File: src/include/slov_defines.svh
`ifndef SLOV_DEFINES_SVH
`define SLOV_DEFINES_SVH

// ****************************************
// Register indices (byte address = index * 4)
// ****************************************
`define SLOV_AW 16
`define SLOV_IDX_W 14
`define SLOV_IDX_OVR 14'h180A
`define SLOV_IDX_CMD 14'h180B
`define SLOV_IDX_WRD 14'h180C
`define SLOV_IDX_RDD 14'h180D
`define SLOV_IDX_STS 14'h180E

// ****************************************
// Field positions and masks
// ****************************************
`define SLOV_OVR_EN0 0
`define SLOV_OVR_D0_LO 1
`define SLOV_OVR_D0_HI 2
`define SLOV_OVR_EN1 4
`define SLOV_OVR_D1_LO 5
`define SLOV_OVR_D1_HI 6
`define SLOV_OVR_EN2 8
`define SLOV_OVR_D2_LO 9
`define SLOV_OVR_D2_HI 10
`define SLOV_OVR_MASK 32'h000007F7
`define SLOV_CMD_RNW 5
`define SLOV_CMD_SEL 4
`define SLOV_CMD_IDX_HI 3
`define SLOV_CMD_IDX_LO 0
`define SLOV_CMD_MASK 32'h0000003F
`define SLOV_DATA_MASK 32'h0003FFFF
`define SLOV_STS_PEND 0

// ****************************************
// Reset values, sizes, encodings
// ****************************************
`define SLOV_REG_RST 32'h00000000
`define SLOV_VTAB_RST 18'h00000
`define SLOV_PVID_RST 18'h00001
`define SLOV_ENTRY_W 18
`define SLOV_VLAN_DEPTH 16
`define SLOV_PORTS 3
`define SLOV_PORTS_IDX 4'h3
`define SLOV_DEST_NONE 3'h0
`define SLOV_DEST_P0 3'h1
`define SLOV_DEST_P1 3'h2
`define SLOV_DEST_P2 3'h4
`define SLOV_ING_P0 2'h0
`define SLOV_ING_P1 2'h1
`define SLOV_ING_P2 2'h2
`define SLOV_RESP_OKAY 2'h0
`define SLOV_RESP_SLVERR 2'h2

`endif

File: src/include/slov_pkg.sv
`include "slov_defines.svh"

package slov_pkg;

  typedef struct packed {
    logic age_override;
    logic static_entry;
    logic age_filter;
    logic prio_en;
    logic [2:0] prio;
  } slov_attr_t;

  typedef struct packed {
    logic valid;
    logic [1:0] ingress;
    logic [2:0] dest;
    slov_attr_t attr;
  } slov_lookup_t;

  typedef struct packed {
    logic [`SLOV_AW-1:0] addr;
    logic [31:0] data;
    logic [3:0] strb;
  } slov_wr_t;

  typedef enum logic [2:0] {
    SLOV_IDLE = 3'h1,
    SLOV_RUN = 3'h2,
    SLOV_FIN = 3'h4
  } slov_state_t;

  typedef struct packed {
    logic awready;
    logic wready;
    logic aw_got;
    logic w_got;
    slov_wr_t wr;
    logic bvalid;
    logic [1:0] bresp;
    logic arready;
    logic rvalid;
    logic [31:0] rdata;
    logic [1:0] rresp;
  } slov_axil_state_t;

  typedef struct packed {
    logic [31:0] ovr;
    logic [31:0] cmd;
    logic [31:0] wrd;
    logic [31:0] rdd;
    logic pend;
    slov_state_t st;
    logic [`SLOV_VLAN_DEPTH-1:0][`SLOV_ENTRY_W-1:0] vtab;
    logic [`SLOV_PORTS-1:0][`SLOV_ENTRY_W-1:0] ptab;
    slov_lookup_t res;
    logic ovr_applied;
  } slov_core_state_t;

endpackage

File: src/rtl/slov_core.sv
// The AXI4-Lite register port is this design's own decision.
`timescale 1ns/1ps
`default_nettype none
`include "slov_defines.svh"

// How it works
// - Port 2 enable (bit 8) replaces port 2 frames' lookup destination with its field.
// - Port 1 enable (bit 4) replaces port 1 frames' lookup destination with its field.
// - Port 0 enable (bit 0) replaces port 0 frames' lookup destination with its field.
// - Lookup attributes (age, static, filter, priority) pass unchanged during override.
// - Only the destination changes; the result still goes to normal forwarding.
// - Port 1 field bits 6:5: 00 is port 0, 10 is port 2, rest reserved.
// - Port 0 field bits 2:1: 01 is port 1, 10 is port 2, rest reserved.
// - A command register write while no access is pending launches the described table access.
// - Read completion shows as pending clearing; then software fetches read data.
// - Command bit 5: one reads the table, zero writes it; resets to zero.
// - Command bit 4: one picks default VID table, zero the VLAN table.
// - Command bits 3:0 index VLAN 0-15 or port 0-2; other port indices read as zero and ignore writes.
module slov_core import slov_pkg::*; (
  input wire logic clk,
  input wire logic rst,
  input wire logic [`SLOV_AW-1:0] s_axi_awaddr,
  input wire logic s_axi_awvalid,
  output logic s_axi_awready,
  input wire logic [31:0] s_axi_wdata,
  input wire logic [3:0] s_axi_wstrb,
  input wire logic s_axi_wvalid,
  output logic s_axi_wready,
  output logic [1:0] s_axi_bresp,
  output logic s_axi_bvalid,
  input wire logic s_axi_bready,
  input wire logic [`SLOV_AW-1:0] s_axi_araddr,
  input wire logic s_axi_arvalid,
  output logic s_axi_arready,
  output logic [31:0] s_axi_rdata,
  output logic [1:0] s_axi_rresp,
  output logic s_axi_rvalid,
  input wire logic s_axi_rready,
  input wire slov_lookup_t lk_in,
  output slov_lookup_t lk_out,
  output logic lk_overridden,
  output logic vlan_busy
);
  slov_core_state_t s_ff, nxt_s;
  slov_wr_t wr;
  logic wr_en, wr_ok, rd_en, rd_ok, launch;
  logic [`SLOV_AW-1:0] rd_addr;
  logic [31:0] rd_data;
  logic [`SLOV_IDX_W-1:0] wr_idx, rd_idx;
  logic [3:0] cmd_idx;
  logic [`SLOV_ENTRY_W-1:0] wrd_lo;
  logic [2:0] dec_dest [`SLOV_PORTS];
  logic dec_hit [`SLOV_PORTS];
  logic ovr_hit;
  logic [2:0] ovr_dest, lk_dest_in;

  // ****************************************
  // Bus front end
  // ****************************************
  slov_axil_slave u_bus (
    .clk(clk),
    .rst(rst),
    .s_axi_awaddr(s_axi_awaddr),
    .s_axi_awvalid(s_axi_awvalid),
    .s_axi_awready(s_axi_awready),
    .s_axi_wdata(s_axi_wdata),
    .s_axi_wstrb(s_axi_wstrb),
    .s_axi_wvalid(s_axi_wvalid),
    .s_axi_wready(s_axi_wready),
    .s_axi_bresp(s_axi_bresp),
    .s_axi_bvalid(s_axi_bvalid),
    .s_axi_bready(s_axi_bready),
    .s_axi_araddr(s_axi_araddr),
    .s_axi_arvalid(s_axi_arvalid),
    .s_axi_arready(s_axi_arready),
    .s_axi_rdata(s_axi_rdata),
    .s_axi_rresp(s_axi_rresp),
    .s_axi_rvalid(s_axi_rvalid),
    .s_axi_rready(s_axi_rready),
    .wr(wr),
    .wr_en(wr_en),
    .wr_ok(wr_ok),
    .rd_addr(rd_addr),
    .rd_en(rd_en),
    .rd_data(rd_data),
    .rd_ok(rd_ok)
  );

  function automatic logic [31:0] slov_merge(input logic [31:0] old, input logic [31:0] dat,
                                             input logic [3:0] strb);
    logic [31:0] r;
    r = old;
    for (int b = 0; b < 4; b++) begin
      if (strb[b]) begin
        r[b*8 +: 8] = dat[b*8 +: 8];
      end
    end
    return r;
  endfunction

  assign wr_idx = wr.addr[`SLOV_AW-1:2];
  assign rd_idx = rd_addr[`SLOV_AW-1:2];
  assign cmd_idx = s_ff.cmd[`SLOV_CMD_IDX_HI:`SLOV_CMD_IDX_LO];
  assign wrd_lo = s_ff.wrd[`SLOV_ENTRY_W-1:0];
  assign lk_dest_in = lk_in.dest;
  assign wr_ok = (wr_idx >= `SLOV_IDX_OVR) && (wr_idx <= `SLOV_IDX_STS);
  assign rd_ok = (rd_idx >= `SLOV_IDX_OVR) && (rd_idx <= `SLOV_IDX_STS);
  assign launch = wr_en && (wr_idx == `SLOV_IDX_CMD) && (s_ff.st == SLOV_IDLE);

  // ****************************************
  // Register read mux
  // ****************************************
  always_comb begin
    rd_data = `SLOV_REG_RST;
    if (rd_idx == `SLOV_IDX_OVR) begin
      rd_data = s_ff.ovr;
    end else if (rd_idx == `SLOV_IDX_CMD) begin
      rd_data = s_ff.cmd;
    end else if (rd_idx == `SLOV_IDX_WRD) begin
      rd_data = s_ff.wrd;
    end else if (rd_idx == `SLOV_IDX_RDD) begin
      rd_data = s_ff.rdd;
    end else if (rd_idx == `SLOV_IDX_STS) begin
      rd_data[`SLOV_STS_PEND] = s_ff.pend;
    end
  end

  // ****************************************
  // Override decoders, one per ingress port
  // ****************************************
  slov_ovr_dec #(.MAP0(`SLOV_DEST_NONE), .MAP1(`SLOV_DEST_P1), .MAP2(`SLOV_DEST_P2),
                 .MAP3(`SLOV_DEST_NONE)) u_dec0 (
    .en(s_ff.ovr[`SLOV_OVR_EN0]),
    .code(s_ff.ovr[`SLOV_OVR_D0_HI:`SLOV_OVR_D0_LO]),
    .hit(dec_hit[0]),
    .dest(dec_dest[0])
  );
  slov_ovr_dec #(.MAP0(`SLOV_DEST_P0), .MAP1(`SLOV_DEST_NONE), .MAP2(`SLOV_DEST_P2),
                 .MAP3(`SLOV_DEST_NONE)) u_dec1 (
    .en(s_ff.ovr[`SLOV_OVR_EN1]),
    .code(s_ff.ovr[`SLOV_OVR_D1_HI:`SLOV_OVR_D1_LO]),
    .hit(dec_hit[1]),
    .dest(dec_dest[1])
  );
  slov_ovr_dec #(.MAP0(`SLOV_DEST_P0), .MAP1(`SLOV_DEST_P1), .MAP2(`SLOV_DEST_NONE),
                 .MAP3(`SLOV_DEST_NONE)) u_dec2 (
    .en(s_ff.ovr[`SLOV_OVR_EN2]),
    .code(s_ff.ovr[`SLOV_OVR_D2_HI:`SLOV_OVR_D2_LO]),
    .hit(dec_hit[2]),
    .dest(dec_dest[2])
  );

  always_comb begin
    ovr_hit = 1'h0;
    ovr_dest = `SLOV_DEST_NONE;
    if (lk_in.ingress == `SLOV_ING_P0) begin
      ovr_hit = dec_hit[0];
      ovr_dest = dec_dest[0];
    end else if (lk_in.ingress == `SLOV_ING_P1) begin
      ovr_hit = dec_hit[1];
      ovr_dest = dec_dest[1];
    end else if (lk_in.ingress == `SLOV_ING_P2) begin
      ovr_hit = dec_hit[2];
      ovr_dest = dec_dest[2];
    end
  end

  // ****************************************
  // Next state
  // ****************************************
  always_comb begin
    nxt_s = s_ff;
    // Lookup result goes on to forwarding; only the destination may change
    nxt_s.res.valid = lk_in.valid;
    nxt_s.res.ingress = lk_in.ingress;
    nxt_s.res.attr = lk_in.attr;
    nxt_s.res.dest = (lk_in.valid && ovr_hit) ? ovr_dest : lk_in.dest;
    nxt_s.ovr_applied = lk_in.valid && ovr_hit;
    if (wr_en) begin
      if (wr_idx == `SLOV_IDX_OVR) begin
        nxt_s.ovr = slov_merge(s_ff.ovr, wr.data, wr.strb) & `SLOV_OVR_MASK;
      end else if (wr_idx == `SLOV_IDX_CMD) begin
        nxt_s.cmd = slov_merge(s_ff.cmd, wr.data, wr.strb) & `SLOV_CMD_MASK;
      end else if (wr_idx == `SLOV_IDX_WRD) begin
        nxt_s.wrd = slov_merge(s_ff.wrd, wr.data, wr.strb) & `SLOV_DATA_MASK;
      end
    end
    unique case (s_ff.st)
      SLOV_IDLE: begin
        if (launch) begin
          nxt_s.pend = 1'h1;
          nxt_s.st = SLOV_RUN;
        end
      end
      SLOV_RUN: begin
        if (s_ff.cmd[`SLOV_CMD_RNW]) begin
          nxt_s.rdd = `SLOV_REG_RST;
          if (!s_ff.cmd[`SLOV_CMD_SEL]) begin
            nxt_s.rdd[`SLOV_ENTRY_W-1:0] = s_ff.vtab[cmd_idx];
          end else if (cmd_idx < `SLOV_PORTS_IDX) begin
            nxt_s.rdd[`SLOV_ENTRY_W-1:0] = s_ff.ptab[cmd_idx[1:0]];
          end
        end else if (!s_ff.cmd[`SLOV_CMD_SEL]) begin
          nxt_s.vtab[cmd_idx] = wrd_lo;
        end else if (cmd_idx < `SLOV_PORTS_IDX) begin
          nxt_s.ptab[cmd_idx[1:0]] = wrd_lo;
        end
        nxt_s.st = SLOV_FIN;
      end
      SLOV_FIN: begin
        // Read data was loaded one edge earlier
        nxt_s.pend = 1'h0;
        nxt_s.st = SLOV_IDLE;
      end
    endcase
  end

  always_ff @(posedge clk or posedge rst) begin
    if (rst) begin
      s_ff <= '0;
      s_ff.cmd <= `SLOV_REG_RST;
      s_ff.st <= SLOV_IDLE;
      s_ff.vtab <= {`SLOV_VLAN_DEPTH{`SLOV_VTAB_RST}};
      s_ff.ptab <= {`SLOV_PORTS{`SLOV_PVID_RST}};
    end else begin
      s_ff <= nxt_s;
    end
  end

  assign lk_out = s_ff.res;
  assign lk_overridden = s_ff.ovr_applied;
  assign vlan_busy = s_ff.pend;
endmodule

`default_nettype wire

File: src/rtl/slov_ovr_dec.sv
`timescale 1ns/1ps
`default_nettype none

// ****************************************
// Override destination code to port mask
// ****************************************
module slov_ovr_dec #(
  parameter logic [2:0] MAP0 = 3'h0,
  parameter logic [2:0] MAP1 = 3'h0,
  parameter logic [2:0] MAP2 = 3'h0,
  parameter logic [2:0] MAP3 = 3'h0
) (
  input wire logic en,
  input wire logic [1:0] code,
  output logic hit,
  output logic [2:0] dest
);
  always_comb begin
    unique case (code)
      2'h0: dest = MAP0;
      2'h1: dest = MAP1;
      2'h2: dest = MAP2;
      2'h3: dest = MAP3;
    endcase
    // Reserved codes map to no port and leave the lookup result alone
    hit = en && (dest != 3'h0);
  end
endmodule

`default_nettype wire

File: src/rtl/slov_axil_slave.sv
`timescale 1ns/1ps
`default_nettype none
`include "slov_defines.svh"

// ****************************************
// AXI4-Lite slave front end
// ****************************************
module slov_axil_slave import slov_pkg::*; (
  input wire logic clk,
  input wire logic rst,
  input wire logic [`SLOV_AW-1:0] s_axi_awaddr,
  input wire logic s_axi_awvalid,
  output logic s_axi_awready,
  input wire logic [31:0] s_axi_wdata,
  input wire logic [3:0] s_axi_wstrb,
  input wire logic s_axi_wvalid,
  output logic s_axi_wready,
  output logic [1:0] s_axi_bresp,
  output logic s_axi_bvalid,
  input wire logic s_axi_bready,
  input wire logic [`SLOV_AW-1:0] s_axi_araddr,
  input wire logic s_axi_arvalid,
  output logic s_axi_arready,
  output logic [31:0] s_axi_rdata,
  output logic [1:0] s_axi_rresp,
  output logic s_axi_rvalid,
  input wire logic s_axi_rready,
  output slov_wr_t wr,
  output logic wr_en,
  input wire logic wr_ok,
  output logic [`SLOV_AW-1:0] rd_addr,
  output logic rd_en,
  input wire logic [31:0] rd_data,
  input wire logic rd_ok
);
  slov_axil_state_t s_ff, nxt_s;

  assign wr = s_ff.wr;
  assign wr_en = s_ff.aw_got && s_ff.w_got && !s_ff.bvalid;
  assign rd_addr = s_axi_araddr;
  assign rd_en = s_axi_arvalid && s_ff.arready;
  assign s_axi_awready = s_ff.awready;
  assign s_axi_wready = s_ff.wready;
  assign s_axi_bvalid = s_ff.bvalid;
  assign s_axi_bresp = s_ff.bresp;
  assign s_axi_arready = s_ff.arready;
  assign s_axi_rvalid = s_ff.rvalid;
  assign s_axi_rdata = s_ff.rdata;
  assign s_axi_rresp = s_ff.rresp;

  always_comb begin
    nxt_s = s_ff;
    if (s_axi_awvalid && s_ff.awready) begin
      nxt_s.aw_got = 1'h1;
      nxt_s.awready = 1'h0;
      nxt_s.wr.addr = s_axi_awaddr;
    end
    if (s_axi_wvalid && s_ff.wready) begin
      nxt_s.w_got = 1'h1;
      nxt_s.wready = 1'h0;
      nxt_s.wr.data = s_axi_wdata;
      nxt_s.wr.strb = s_axi_wstrb;
    end
    if (wr_en) begin
      nxt_s.aw_got = 1'h0;
      nxt_s.w_got = 1'h0;
      nxt_s.bvalid = 1'h1;
      nxt_s.bresp = wr_ok ? `SLOV_RESP_OKAY : `SLOV_RESP_SLVERR;
    end
    if (s_ff.bvalid && s_axi_bready) begin
      nxt_s.bvalid = 1'h0;
      nxt_s.awready = 1'h1;
      nxt_s.wready = 1'h1;
    end
    if (rd_en) begin
      nxt_s.arready = 1'h0;
      nxt_s.rvalid = 1'h1;
      nxt_s.rdata = rd_ok ? rd_data : `SLOV_REG_RST;
      nxt_s.rresp = rd_ok ? `SLOV_RESP_OKAY : `SLOV_RESP_SLVERR;
    end
    if (s_ff.rvalid && s_axi_rready) begin
      nxt_s.rvalid = 1'h0;
      nxt_s.arready = 1'h1;
    end
  end

  always_ff @(posedge clk or posedge rst) begin
    if (rst) begin
      s_ff <= '0;
      s_ff.awready <= 1'h1;
      s_ff.wready <= 1'h1;
      s_ff.arready <= 1'h1;
    end else begin
      s_ff <= nxt_s;
    end
  end
endmodule

`default_nettype wire

File: config.mk
export PLATFORM = sky130hd
export DESIGN_NAME = slov_core
export DESIGN_NICKNAME = d
export VERILOG_FILES = /design/src/include/slov_pkg.sv /design/src/rtl/slov_core.sv /design/src/rtl/slov_ovr_dec.sv /design/src/rtl/slov_axil_slave.sv
export VERILOG_INCLUDE_DIRS = /design/src /design/src/include
export SDC_FILE = /design/constraint.sdc
export NUM_CORES = 1
export LEC_CHECK = 0
export BUFFER_PORTS_ARGS = -buffer_cell sky130_fd_sc_hd__buf_4
export CELL_PAD_IN_SITES_DETAIL_PLACEMENT = 0
export CELL_PAD_IN_SITES_GLOBAL_PLACEMENT = 1
export CORE_AREA = 2 2 270 272
export CTS_CLUSTER_SIZE = 40
export DETAILED_ROUTE_END_ITERATION = 16
export DIE_AREA = 0 0 272 274
export HOLD_SLACK_MARGIN = 0.12
export PLACE_DENSITY_LB_ADDON = 0.1
export SYNTH_ARGS = -nofsm -noshare
export SYNTH_HDL_FRONTEND = slang
export SYNTH_SLANG_ARGS = --single-unit
File: constraint.sdc
create_clock -name clk -period 36.5 [get_ports clk]
set_input_delay 3.65 -clock clk [delete_from_list [all_inputs] [get_ports clk]]
set_output_delay 3.65 -clock clk [all_outputs]
set_load 0.1 [all_outputs]
### Word level (Yosys, flattened, before mapping)

Cells that the tools add are included.

* order comparisons: 9
* equal/unequal tests: 23
* muxes and demuxes: 44
* bitwise operators: 4
* reductions and logical operators: 45

Operators with widths (count)
* 288-bit bitwise mux: 1
* 18-bit two-way mux: 7
* 14-bit by 13-bit == test with 1-bit output, second input constant: 8
* 32-bit two-way mux: 3
* 18-bit binary-select mux with 4-bit select: 1
* 18-bit demux with 4-bit select: 1
* 54-bit bitwise mux: 1
* 18-bit binary-select mux with 2-bit select: 1
* 18-bit demux with 2-bit select: 1
* 36-bit two-way mux: 1
* 3-bit one-hot mux with 3 select lines: 4
* 14-bit by 13-bit greater-or-equal comparator with 1-bit output, second input constant: 2
* 14-bit by 13-bit less-or-equal comparator with 1-bit output, second input constant: 2
* 1-bit logical AND: 17
* 17-bit two-way mux: 1
* 3-bit two-way mux: 5
* 5-bit AND reduction: 3
* 2-bit == test, second input constant: 7
* 2-bit nonzero test: 7
* 1-bit two-way mux: 10
* 2-bit two-way mux: 5
* 3-bit AND reduction: 3
* 3-bit nonzero test: 3
* 2-bit by 1-bit == test with 1-bit output, second input constant: 4
* 17 further kinds: 27

* bits in registers: 492
* input port bits: 88
* output and inout bits: 56

### Longest topological paths before layout

* depth in word-level cells: 10
* depth in mapped cells: 8

### Cells and area by module

From an unflattened synthesis, not the netlist that was laid out.

* cells, all modules: 1768
* area total of the unflattened synthesis: 23621.4 um^2

Modules (own cells, without submodules)
* slov_core: times used 1, cells each 1360, area each 18929.4 um^2, sequential area each 10314.9 um^2
* slov_axil_slave: times used 1, cells each 391, area each 4579.4 um^2, sequential area each 2331.0 um^2
* slov_ovr_dec (u_dec0): times used 1, cells each 7, area each 57.6 um^2, sequential area each 0.0 um^2
* slov_ovr_dec (u_dec1 ...): times used 2, cells each 5, area each 27.5 um^2, sequential area each 0.0 um^2

### Least setup slack after synthesis

OpenSTA, ideal clock, no wires.

* path type: input to register
* start point: input port s_axi_araddr[11]
* end point: register u_bus.s_ff, in the netlist u_bus.s_axi_rdata[0]
* setup time: 0.096 ns
* arrival time: 5.120 ns
* setup slack: 31.284 ns
* cell stages on the path: 5
* path buffers: 1
* path through: or4_1 > nor4_1 > clkbuf_1 > a32oi_1 > o31ai_1

* longest elaborated chain between the ends: 7

RTL lines
* start: declaration: line slov_core.sv:32 `` input wire logic [`SLOV_AW-1:0] s_axi_araddr, ``
* 14-bit by 13-bit == test with 1-bit output (no source line)
* 1-bit two-way mux: line slov_core.sv:123 `` end else if (rd_idx == `SLOV_IDX_STS) begin ``
* 1-bit two-way mux: line slov_core.sv:121 `` end else if (rd_idx == `SLOV_IDX_RDD) begin ``
* 18-bit two-way mux: line slov_core.sv:119 `` end else if (rd_idx == `SLOV_IDX_WRD) begin ``
* 32-bit two-way mux: line slov_core.sv:117 `` end else if (rd_idx == `SLOV_IDX_CMD) begin ``
* 32-bit two-way mux: line slov_core.sv:115 `` if (rd_idx == `SLOV_IDX_OVR) begin ``
* 32-bit two-way mux (no source line) *
* end signal: assignment: line slov_axil_slave.sv:94 `s_ff <= nxt_s;`
* end: declaration: line slov_axil_slave.sv:36 `slov_axil_state_t s_ff, nxt_s;`

Mark *: on every way between the ends. The rest lies on a longest branch, timed or not.
A chain may end at the register's enable or synchronous reset.

==> metrics.md <==
| Metric | Value |
|---|---|
| CTS clk-pin slew, worst paths | `60 ps` |
| Seq cells post-synth | `474` |
| Stages on worst setup path | `4` |
| DRT iter0 DRCs | `around 580` |
| FMAX | `180 MHz` |
| Synthesized cell area | `0.0214 mm2` |
| Worst-path cell chain | `buf_4 -> inv_8 -> buf_4 -> buf_4` |
| Drt total wl | `around 61000 um` |
| Worst-path maximum fanout | `117` |
| CTS max path bufs | `3` |
| Slew margin rel. | `0.238` |
| RePlAce Congestion | `~0.74` |
| Post-DP HPWL | `around 37000 um` |
| Clock Latency Late Sink | `630 ps` |
| Layout cells sized above 1 | `0.450` |
| Worst slew pin tran | `1140 ps` |
| Clock sinks | `474` |
| Post-CTS Setup Bufs | `0` |
| Ports | `144` |
| Antenna diodes | `0` |
| Setup TNS | `0 ps` |
| CTS Hold Buffers Added | `0` |
| Port buffer count | `108` |
| RSZ-0062 raised after global routing | `false` |
| GR Util All Layers | `0.165` |
| WP buf/inv | `4` |
| CP Launch Type | `input pin` |
| 1st-pass router iterations | `5` |
| Launch point of the worst path | `rst` |
| Nature of the critical path endpoint | `async pin` |
| Leakage power | `11.2 nW` |
| Filler Cell Count | `about 7000` |
| Hold slack | `483 ps` |
| Core area | `0.0720 mm2` |
| Final critical-path required period | `5560 ps` |
| Synth top area share | `0.546` |
| Synth-to-Final Area Change | `15.5%` |
| Worst R2R Setup Slack | `32640 ps` |
| Total clock buffers created by CTS | `57` |
| Pwr per Cell Area | `50.1 mW/mm2` |
| Netlist cell types | `56` |
| Worst path most repeated cell | `buf_4` |
| Max-cap violations | `0` |
| Vias | `12500` |
| Post-Synthesis Cells | `roughly 1500` |
| Critical path's largest stage delay | `just under 900 ps` |
| NumNets Final | `1632` |
| Antenna Nets Post-Route | `0` |
| RR Endpoint | `s_ff[291]$_DFFE_PP0P_` |
| Pin count of the biggest net entering global routing | `approximately 170` |
| Total power | `approximately 1.2 mW` |
| Starting Density | `0.297` |
| Slowest cell on crit path | `buf_4` |
| Final Skew | `34.5 ps` |
| Sequential cell area | `0.0119 mm2` |
| Cell row count | `99` |
| Sequential element share of the synthesized area | `0.555` |
| Worst vdd ir | `0.0326 mV` |
| Final setup vio count | `0` |
| Gr ovfl total | `0` |
| Clk root buf | `clkbuf_16` |
| First-pass GRT wire length | `91100 um` |
| FFs w/ async S/R, synth | `1.00` |
| Fin. max-slew vios | `0` |
| Initial antenna violation count | `0` |
| Worst Path Required | `37090 ps` |
| Status | `finished clean` |
| Die area | `0.0745 mm2` |
| CTS tree | `done` |
| Worst R2R Start | `cmd_idx[1]$_DFFE_PP0P_` |
| Die Span Y | `274 um` |
| Worst Hold Class | `register to register` |
| H-Tree Depth | `2` |
| # resized after CTS | `0` |
| CP endpoint | `u_bus.wr[6]$_DFFE_PP0P_` |
| Period utilisation layout | `0.152` |
| Post-synth EDFFs | `0` |
| Chip width | `~270 um` |
| Number of global-route vias before repair | `13400` |
| Via density per instance | `4.91` |
| Mean post-synth cell area | `14.3 um2` |
| Total number of yosys warnings | `0` |
| Area occupied by multi-input gates | `0.00872 mm2` |
| Worst path arrival time | `6150 ps` |
| Synth top area cells | `dfrtp_1 (55%), mux2_2 (22%), mux2i_1 (5.6%), mux4_2 (4.0%), a22oi_1 (2.0%)` |
| Dominant cell type by area after synthesis | `dfrtp_1` |
| R2r worst-path depth | `6` |
| Post-Route Utilization | `0.343` |
| Delay-heaviest family, CP | `buffers and inverters` |
| Routed len/inst | `roughly 24 um` |
| WS Path Type | `input pin to async pin` |
| Synth Flop Type | `dfrtp_1` |
| Hold violation count in the final report | `0` |
| DRC | `0` |
## worst register-to-register path, stage by stage (launching register included)
cell	delay [ps]
dfrtp_4	860
buf_4	660
buf_4	700
nor2_1	150
nand2_1	640
buf_4	370
mux2_2	360
## registers in the layout (all words and copies together) (netlist names), 2 cells and up
signal	count
u_bus.s_ff	2
cmd_idx	4
u_bus.wr	35
u_bus.s_axi_rdata	18
s_ff	393
lk_out	13
## report_power, final
group / total [mW] / leakage, nW / internal, mW / switching [mW]
Sequential: 0.576 / 6.47 / 0.552 / 0.0239
Combinational: 0.114 / 3.86 / 0.0417 / 0.0721
Clock: 0.546 / 0.884 / 0.321 / 0.225
Total: 1.24 / 11.2 / 0.916 / 0.321
## worst min path at each step
| stage | from | end | slack, ps | cells past startpoint |
|---|---|---|---|---|
| floorplan | u_bus.s_axi_rdata[11]$_DFFE_PP0P_ | u_bus.s_axi_rdata[11]$_DFFE_PP0P_ | 450 | 2 |
| finish | u_bus.s_axi_rdata[3]$_DFFE_PP0P_ | u_bus.s_axi_rdata[3]$_DFFE_PP0P_ | 480 | 2 |
| global placement | u_bus.s_axi_rdata[3]$_DFFE_PP0P_ | u_bus.s_axi_rdata[3]$_DFFE_PP0P_ | 470 | 2 |
| global route | s_ff[141]$_DFFE_PP0P_ | s_ff[141]$_DFFE_PP0P_ | 510 | 1 |
| CTS | u_bus.s_axi_rdata[3]$_DFFE_PP0P_ | u_bus.s_axi_rdata[3]$_DFFE_PP0P_ | 490 | 2 |
| detailed placement | u_bus.s_axi_rdata[3]$_DFFE_PP0P_ | u_bus.s_axi_rdata[3]$_DFFE_PP0P_ | 480 | 2 |
## metrics by stage
stage          setup slack (ps)  cells  area [um2]
3_3_place_gp              30210   2442       22900
2_1_floorplan             19640   1508       21400
5_1_grt                   30520   2543       24700
4_1_cts                   30840   2543       24700
6_report                  30940   2543       24700
3_5_place_dp              30190   2442       22900
## synthesized netlist by cell type (all sizes together) (2+ instances only)
cell and n:
nor4bb 2, inv 11, and3 7, a22oi 56
clkbuf 69, nor4 3, or4b 3, nand3b 4
nor2b 8, dfrtp 467, dfstp 7, nand4bb 2
or4 2, buf 94, nand2b 9, or3 3
nor2 15, mux2i 119, a21oi 10, ha 2
nor3b 5, nand2 43, o221ai 18, o21ai 25
nor3 5, o2bb2ai 18, a32oi 10, mux4 38
nand3 2, mux2 419, nor4b 3
## cell type report
| cell class | count | share of cell area |
|---|---|---|
| Multi-Input combinational cell | 860 | 0.353 |
| Inverter | 11 | 0.00198 |
| Clock inverter | 10 | 0.00329 |
| Clock buffer | 91 | 0.0699 |
| Sequential cell | 474 | 0.481 |
| Tap cell | 959 | 0.0486 |
| Timing Repair Buffer | 138 | 0.0424 |
## routing by layer
layer	GRT usage	wire length, um	vias to the layer above
li1	-	-	5554
met4	0.0509	1610	0
met5	0	0	-
met1	0.229	28500	6640
met3	0.0204	1780	83
met2	0.270	28700	204
## kinds of logic after synthesis
| kind of cell | count (synthesis) | share of synthesized area |
|---|---|---|
| xor+xnor | 1 | 0.000410 |
| simple gates | 120 | 0.0346 |
| other cells | 1 | 0.000175 |
| fa+ha+maj | 2 | 0.00117 |
| buf+inv | 174 | 0.0425 |
| flops | 474 | 0.555 |
| compound gates | 145 | 0.0497 |
| mux | 576 | 0.316 |
## layout by cell type, fill, tap and decap left out, drive strengths merged, types with 4 or more instances in the layout
cell	instances
dfrtp	467
mux2	419
buf	138
mux2i	119
clkbuf	91
a22oi	56
nand2	43
mux4	38
o21ai	25
o2bb2ai	18
o221ai	18
conb	16
nor2	15
inv	12
a21oi	10
a32oi	10
nand2b	9
nor2b	8
and3	7
dfstp	7
clkinv	7
nor3b	5
nor3	5
nand3b	4
No activity file was read; power rests on OpenSTA's default activity.
